### src/verilog/spps_pkg.sv
package spps_pkg;
	// Register word offsets (byte addresses)
	localparam logic [7:0] SPPS_OFF_DATA = 8'h00;
	localparam logic [7:0] SPPS_OFF_DIR = 8'h04;
	localparam logic [7:0] SPPS_OFF_PDI = 8'h08;
	localparam logic [7:0] SPPS_OFF_CTRL = 8'h0C;
	localparam logic [7:0] SPPS_OFF_STAT = 8'h10;
	// Pin indices within the 3-bit fields
	localparam int SPPS_PIN_SDO = 0;
	localparam int SPPS_PIN_SDI = 1;
	localparam int SPPS_PIN_SCK = 2;
	localparam int SPPS_NPINS = 3;
	// Control register bit positions
	localparam int SPPS_CTRL_SPE = 0;
	localparam int SPPS_CTRL_MASTER_SELECT = 1;
	// Status register bit positions
	localparam int SPPS_STAT_GPD = 0;
	localparam int SPPS_STAT_PIN = 1;
	// Reset values
	localparam logic [2:0] SPPS_DIR_RST = 3'h0;
	localparam logic [2:0] SPPS_PDI_RST = 3'h0;
	localparam logic [2:0] SPPS_DATA_RST = 3'h0;
	localparam logic [1:0] SPPS_CTRL_RST = 2'h0;
	localparam logic [31:0] SPPS_UNMAPPED = 32'h0000_0000;
	typedef enum logic [1:0] {
		SPPS_MODE_PORT_IN = 2'b00,
		SPPS_MODE_PORT_OUT = 2'b01,
		SPPS_MODE_SER_OUT = 2'b10,
		SPPS_MODE_SER_IN = 2'b11
	} spps_mode_t;
endpackage

### src/verilog/spps_pin_cell.sv
`timescale 1ns/1ps
module spps_pin_cell
	import spps_pkg::*;
(
	input wire logic serial_own_i,
	input wire logic serial_drive_i,
	input wire logic serial_val_i,
	input wire logic dir_i,
	input wire logic latch_i,
	input wire logic inhibit_i,
	input wire logic global_pulldown_disable_i,
	input wire logic pin_i,
	output logic pin_o,
	output logic pin_oe_o,
	output logic pulldown_o,
	output logic rdback_o,
	output spps_mode_t mode_o
);
	always_comb begin
		if (serial_own_i) begin
			pin_oe_o = serial_drive_i;
			pin_o = serial_drive_i ? serial_val_i : 1'b0;
			pulldown_o = 1'b0;
			mode_o = serial_drive_i ? SPPS_MODE_SER_OUT : SPPS_MODE_SER_IN;
		end else begin
			pin_oe_o = dir_i;
			pin_o = dir_i ? latch_i : 1'b0;
			pulldown_o = !dir_i && !global_pulldown_disable_i && !inhibit_i;
			mode_o = dir_i ? SPPS_MODE_PORT_OUT : SPPS_MODE_PORT_IN;
		end
		rdback_o = dir_i ? latch_i : pin_i;
	end
endmodule // spps_pin_cell

### src/verilog/spps_wb_slave.sv
`timescale 1ns/1ps
module spps_wb_slave
	import spps_pkg::*;
(
	input wire logic clk_i,
	input wire logic rst_i,
	input wire logic cyc_i,
	input wire logic stb_i,
	input wire logic we_i,
	output logic ack_o,
	output logic wr_o,
	output logic rd_o
);
	logic ack_r;
	always_ff @(posedge clk_i) begin
		if (rst_i) begin
			ack_r <= 1'b0;
		end else begin
			ack_r <= cyc_i && stb_i && !ack_r;
		end
	end
	assign ack_o = ack_r;
	assign wr_o = cyc_i && stb_i && we_i && !ack_r;
	assign rd_o = cyc_i && stb_i && !we_i && !ack_r;
endmodule // spps_wb_slave

### src/verilog/spps_top.sv
// Local design decisions: the register addresses and the Wishbone register port.
`timescale 1ns/1ps
// What this block does
// - Serial on: data-out pin drives serial data
// - Serial on: data-in pin input to port
// - Master: clock pin drives port clock
// - Slave: clock pin input feeds port clock
// - Direction and latch stay accessible under serial
// - Readback: pin when input, latch when output
// - Serial off: stored port bits control pins
// - Pulldown on only when both disables clear
// - Plain output drives latch, pulldown off
// - Clock pin output always kills pulldown
// - Direction register always readable and writable
// - Latch writes accepted regardless of direction
// - Global disable kills pulldowns, survives reset
module spps_top
	import spps_pkg::*;
#(
	parameter int NPINS = SPPS_NPINS
) (
	input wire logic clk_i,
	input wire logic rst_i,
	input wire logic cyc_i,
	input wire logic stb_i,
	input wire logic we_i,
	input wire logic [7:0] adr_i,
	input wire logic [3:0] sel_i,
	input wire logic [31:0] dat_i,
	output logic [31:0] dat_o,
	output logic ack_o,
	input wire logic global_pulldown_disable_i,
	input wire logic serial_data_out_i,
	input wire logic serial_clock_out_i,
	output logic serial_data_in_o,
	output logic serial_clock_in_o,
	input wire logic [NPINS-1:0] pin_i,
	output logic [NPINS-1:0] pin_o,
	output logic [NPINS-1:0] pin_oe_o,
	output logic [NPINS-1:0] pulldown_o
);
	logic [NPINS-1:0] direction_r;
	logic [NPINS-1:0] latch_r;
	logic [NPINS-1:0] inhibit_r;
	logic serial_enable_r;
	logic master_select_r;
	logic [31:0] dat_r;
	logic wr;
	logic rd;
	logic [NPINS-1:0] rdback;
	logic [NPINS-1:0] drive;
	logic [NPINS-1:0] sval;
	spps_mode_t mode [NPINS];

	spps_wb_slave u_bus (
		.clk_i(clk_i),
		.rst_i(rst_i),
		.cyc_i(cyc_i),
		.stb_i(stb_i),
		.we_i(we_i),
		.ack_o(ack_o),
		.wr_o(wr),
		.rd_o(rd)
	);

	// Register writes, byte lane 0 only
	always_ff @(posedge clk_i) begin
		if (rst_i) begin
			direction_r <= SPPS_DIR_RST;
		end else if (wr && sel_i[0] && adr_i == SPPS_OFF_DIR) begin
			direction_r <= dat_i[NPINS-1:0];
		end
	end

	always_ff @(posedge clk_i) begin
		if (rst_i) begin
			latch_r <= SPPS_DATA_RST;
		end else if (wr && sel_i[0] && adr_i == SPPS_OFF_DATA) begin
			latch_r <= dat_i[NPINS-1:0];
		end
	end

	always_ff @(posedge clk_i) begin
		if (rst_i) begin
			inhibit_r <= SPPS_PDI_RST;
		end else if (wr && sel_i[0] && adr_i == SPPS_OFF_PDI) begin
			inhibit_r <= dat_i[NPINS-1:0];
		end
	end

	always_ff @(posedge clk_i) begin
		if (rst_i) begin
			{master_select_r, serial_enable_r} <= SPPS_CTRL_RST;
		end else if (wr && sel_i[0] && adr_i == SPPS_OFF_CTRL) begin
			serial_enable_r <= dat_i[SPPS_CTRL_SPE];
			master_select_r <= dat_i[SPPS_CTRL_MASTER_SELECT];
		end
	end

	// Per-pin serial drive selection
	always_comb begin
		drive = '0;
		sval = '0;
		drive[SPPS_PIN_SDO] = 1'b1;
		sval[SPPS_PIN_SDO] = serial_data_out_i;
		drive[SPPS_PIN_SDI] = 1'b0;
		drive[SPPS_PIN_SCK] = master_select_r;
		sval[SPPS_PIN_SCK] = serial_clock_out_i;
	end

	for (genvar g = 0; g < NPINS; g++) begin : g_pin
		spps_pin_cell u_cell (
			.serial_own_i(serial_enable_r),
			.serial_drive_i(drive[g]),
			.serial_val_i(sval[g]),
			.dir_i(direction_r[g]),
			.latch_i(latch_r[g]),
			.inhibit_i(inhibit_r[g]),
			.global_pulldown_disable_i(global_pulldown_disable_i),
			.pin_i(pin_i[g]),
			.pin_o(pin_o[g]),
			.pin_oe_o(pin_oe_o[g]),
			.pulldown_o(pulldown_o[g]),
			.rdback_o(rdback[g]),
			.mode_o(mode[g])
		);
	end

	// Serial inputs from pins
	assign serial_data_in_o = serial_enable_r ? pin_i[SPPS_PIN_SDI] : 1'b0;
	assign serial_clock_in_o = (serial_enable_r && !master_select_r) ?
		pin_i[SPPS_PIN_SCK] : 1'b0;

	// Read data register
	always_ff @(posedge clk_i) begin
		if (rst_i) begin
			dat_r <= SPPS_UNMAPPED;
		end else if (rd) begin
			if (adr_i == SPPS_OFF_DATA) begin
				dat_r <= 32'(rdback);
			end else if (adr_i == SPPS_OFF_DIR) begin
				dat_r <= 32'(direction_r);
			end else if (adr_i == SPPS_OFF_PDI) begin
				dat_r <= 32'(inhibit_r);
			end else if (adr_i == SPPS_OFF_CTRL) begin
				dat_r <= 32'({master_select_r, serial_enable_r});
			end else if (adr_i == SPPS_OFF_STAT) begin
				dat_r <= 32'({pulldown_o, global_pulldown_disable_i});
			end else begin
				dat_r <= SPPS_UNMAPPED;
			end
		end
	end
	assign dat_o = dat_r;
endmodule // spps_top

### config.mk
export PLATFORM = sky130hd
export DESIGN_NAME = spps_top
export DESIGN_NICKNAME = d
export VERILOG_FILES = /design/src/verilog/spps_pkg.sv /design/src/verilog/spps_pin_cell.sv /design/src/verilog/spps_wb_slave.sv /design/src/verilog/spps_top.sv
export SDC_FILE = /design/constraint.sdc
export NUM_CORES = 1
export LEC_CHECK = 0
export ABC_CLOCK_PERIOD_IN_PS = 2100
export BUFFER_PORTS_ARGS = -buffer_cell sky130_fd_sc_hd__buf_2
export CAP_MARGIN = 0
export CORE_MARGIN = 4
export CORE_UTILIZATION = 41
export CTS_CLUSTER_DIAMETER = 30
export DETAILED_ROUTE_END_ITERATION = 8
export PLACE_DENSITY = 0.81
export SLEW_MARGIN = 10
export SYNTH_ARGS = -nofsm -noshare
export SYNTH_HDL_FRONTEND = slang
export SYNTH_SLANG_ARGS = --single-unit
### constraint.sdc
create_clock -name clk_i -period 2.1 [get_ports clk_i]
set_clock_uncertainty 0.05 [all_clocks]
set_input_delay 0.21 -clock clk_i [delete_from_list [all_inputs] [get_ports clk_i]]
set_output_delay 0.21 -clock clk_i [all_outputs]
set_load 0.01 [all_outputs]
==> impl_results.md <==
* Final setup violation count at 0
* CORE AREA at 3080 um2
* Total Routing Usage GR at 14.7%
* Yosys reg bits at 16
* Grt met2 use at 24.0%
* Post-DP HPWL at 2450 um
* Leakage Power at 0.000591 uW
* CP max stage cell: dfxtp_1
* Top cell family by delay on the critical path: compound AO/OA/AOI/OAI gates
* 1st-pass router iterations at 4
* IO Pins at 99
* Post-synthesis cell count at 171
* Ant. Diodes at 0
* Routed Antenna Nets at 0
* DR vias at 1228
* FF-to-FF Start: serial_enable_r$_SDFFE_PP0P_
* Crit Path Max Fanout at 15
* Final period util at 81.3%
* Via count of the first global-routing pass at 1084
* Hold EP: direction_r[1]$_SDFFE_PP0P_
* Worst-path cell chain: nor4_1 -> a32o_1 -> a311oi_1 -> nor4_2
* Ys async rst share at 0%
* Post-synth top flop: dfxtp_1
* Sequential area share after synthesis at 24.1%
* Yosys warns at 0
* Hold Path Class: in2reg
* Tmin final at 1.71 ns
* Outcome: complete, no violations
* # H-tree levels at 1
* Pwr Total at 623 uW
* CTS resizes at 0
* Cell area after layout at 1420 um2
* Routed Wire Length at 3140 um
* Num CTS Buffers at 3
* Cells on worst reg2reg path at 4
* CP Data Required Time at 2.23 ns
* Initial core utilization at 43.1%
* Port bufs at 38
* DR WL/cell at 13.0 um
* Placed insts at 238
* Met3 Use GR at 4.33%
* Clock transition at path regs at 0.10 ns
* Max Buffers Root-to-Sink at 2
* GRT Max-Usage Layer: met2
* RSZ-0062 raised after global routing: no
* First DRT Iteration DRCs at 120
* Type of the worst setup path: reg2reg
* Root Buffer: clkbuf_4
* Global-route wire length before repair at 4910 um
* Hold Fails Final Rpt at 0
* CTS Sinks at 16
* Fin util at 46.0%
* Critical path endpoint category: register
* Die area at 4210 um2
* Syn Area/Cell at 7.76 um2
* Pin count of the biggest net entering global routing at 17
* Final slew viol count at 0
* Nets at 254
* MaxCap Viol Count at 0
* Number of hold buffers added after cts at 0
* Post-CTS Setup Bufs at 0
* Clk Latency, worst-skew pair at 0.29 ns
* Setup TNS at 0 ns
* Dpl cell area at 1380 um2
* R2R setup slack at 0.39 ns
* Share of post-route cells with drive strength above 1 at 27.3%
* Number of synthesized flops with an enable pin at 0
* Worst vdd ir at 145 uV
* Number of cell rows at 20
* Met1 Usage GRT at 18.3%
* Final Non-Filler Cells at 242
* Max Clock Freq at 0.586 GHz
* CTS tree: built
* Congestion Overflow GR at 0
* Initial antenna violation count at 0
* Via density at 5.07
* CP Launch Type: register
* Yosys cell types at 40
* GPL Wtd Cong at 0.878
* CP max stage delay at 0.62 ns
* Arrival time worst endpoint at 1.83 ns
* Die width at 64.9 um
* Hold Path Stages at 3
* Synth-to-layout area growth at 6.60%
* Pwr dens at 440 nW/um2
* Critical path buffer and inverter count at 0
* Die height at 64.9 um
* Hold Startpoint: dat_i[1]
* Remaining DRCs at 0
* RR Endpoint: dat_o[1]$_SDFFE_PP0P_
* Mapped Area at 1330 um2
-- cells in the final DEF, fill, tap and decap left out, drive strengths merged, types with 5 or more instances in the layout --
master	instances
buf	41
nand3	10
dfxtp	16
o21ai	18
a21oi	13
nor4	6
nor2	5
nand2	8
conb	28
nand2b	6
-- worst min-delay path: stages --
cell and delay (ns):
buf_2 0.13, nand3_1 0.06, a21oi_1 0.05
-- worst max path at each step --
stage	start	to	slack, ns	cells past startpoint
after floorplan	adr_i[4]	dat_o[0]$_SDFFE_PP0P_	0.66	5
after global routing	serial_enable_r$_SDFFE_PP0P_	dat_o[1]$_SDFFE_PP0P_	0.27	4
after CTS	serial_enable_r$_SDFFE_PP0P_	dat_o[1]$_SDFFE_PP0P_	0.42	4
final	serial_enable_r$_SDFFE_PP0P_	dat_o[1]$_SDFFE_PP0P_	0.39	4
after detailed placement	adr_i[3]	dat_o[1]$_SDFFE_PP0P_	0.31	6
after global placement	adr_i[3]	dat_o[0]$_SDFFE_PP0P_	0.32	5
-- final cells by class --
cell class	instances	area (um2)
Clock buffer	4	36.3
Fill cell	324	1660
Inverter	4	15.0
Multi-Input combinational cell	133	776
Sequential cell	16	320
Tap cell	44	55.1
Timing Repair Buffer	41	213
-- flip-flops by register name, indices dropped and copies added, names as in the netlist --
| name | count |
|---|---|
| dat_o | 4 |
| direction_r | 3 |
| inhibit_r | 3 |
| latch_r | 3 |
| master_select_r | 1 |
| serial_enable_r | 1 |
| u_bus.ack_o | 1 |
-- stage by stage --
step           worst slack [ns]  hold slack, ns
2_1_floorplan             0.660           0.308
3_3_place_gp              0.322           0.415
3_5_place_dp              0.309           0.422
4_1_cts                   0.417           0.142
5_1_grt                   0.270           0.153
6_report                  0.393           0.154
-- logic make-up (layout without fill, tap and decap cells) --
group                  Yosys count  count (layout)  synth area share, %
and+or+nand+nor                 64              64                 30.8
buffers and inverters           49              49                 25.1
AOI/OAI and AO/OA               40              40                 18.9
DFF                             16              16                 24.1
other                            1              28                0.282
muxes                            1               1                0.754
-- cell usage after synthesis, types with 2 or more instances --
cell type / n / area (um2)
nor4_1: 3 / 18.8
and3_1: 2 / 12.5
buf_4: 37 / 278
nand2b_1: 6 / 37.5
clkbuf_1: 5 / 18.8
buf_2: 2 / 10.0
o21ai_0: 7 / 35.0
o21ai_1: 11 / 55.1
and4_1: 2 / 17.5
inv_1: 4 / 15.0
nand4_1: 3 / 18.8
nor3b_1: 2 / 15.0
nand2_1: 8 / 30.0
a32o_1: 2 / 20.0
nor2b_1: 4 / 25.0
and2_1: 4 / 25.0
nor2_1: 5 / 18.8
a311oi_1: 2 / 17.5
dfxtp_1: 16 / 320
nor4_2: 3 / 37.5
a21oi_1: 13 / 65.1
nand3_1: 10 / 50.1
a2111oi_2: 2 / 30.0
nand3b_1: 2 / 15.0
-- layer usage --
metal  wire [um]  part of all wire (%)  vias up
li1            -                     -      605
met1        1230                    39      563
met2        1540                    49       58
met3         357                    11        2
met4           7                  0.22        0
met5           0                     0        -
-- report_power, final --
group | total [uW] | internal, uW | switching (uW)
Combinational | 112 | 34.8 | 77.1
Sequential | 305 | 304 | 0.669
Clock | 207 | 106 | 101
Total | 623 | 444 | 179
(Power assumes the default switching activity.)
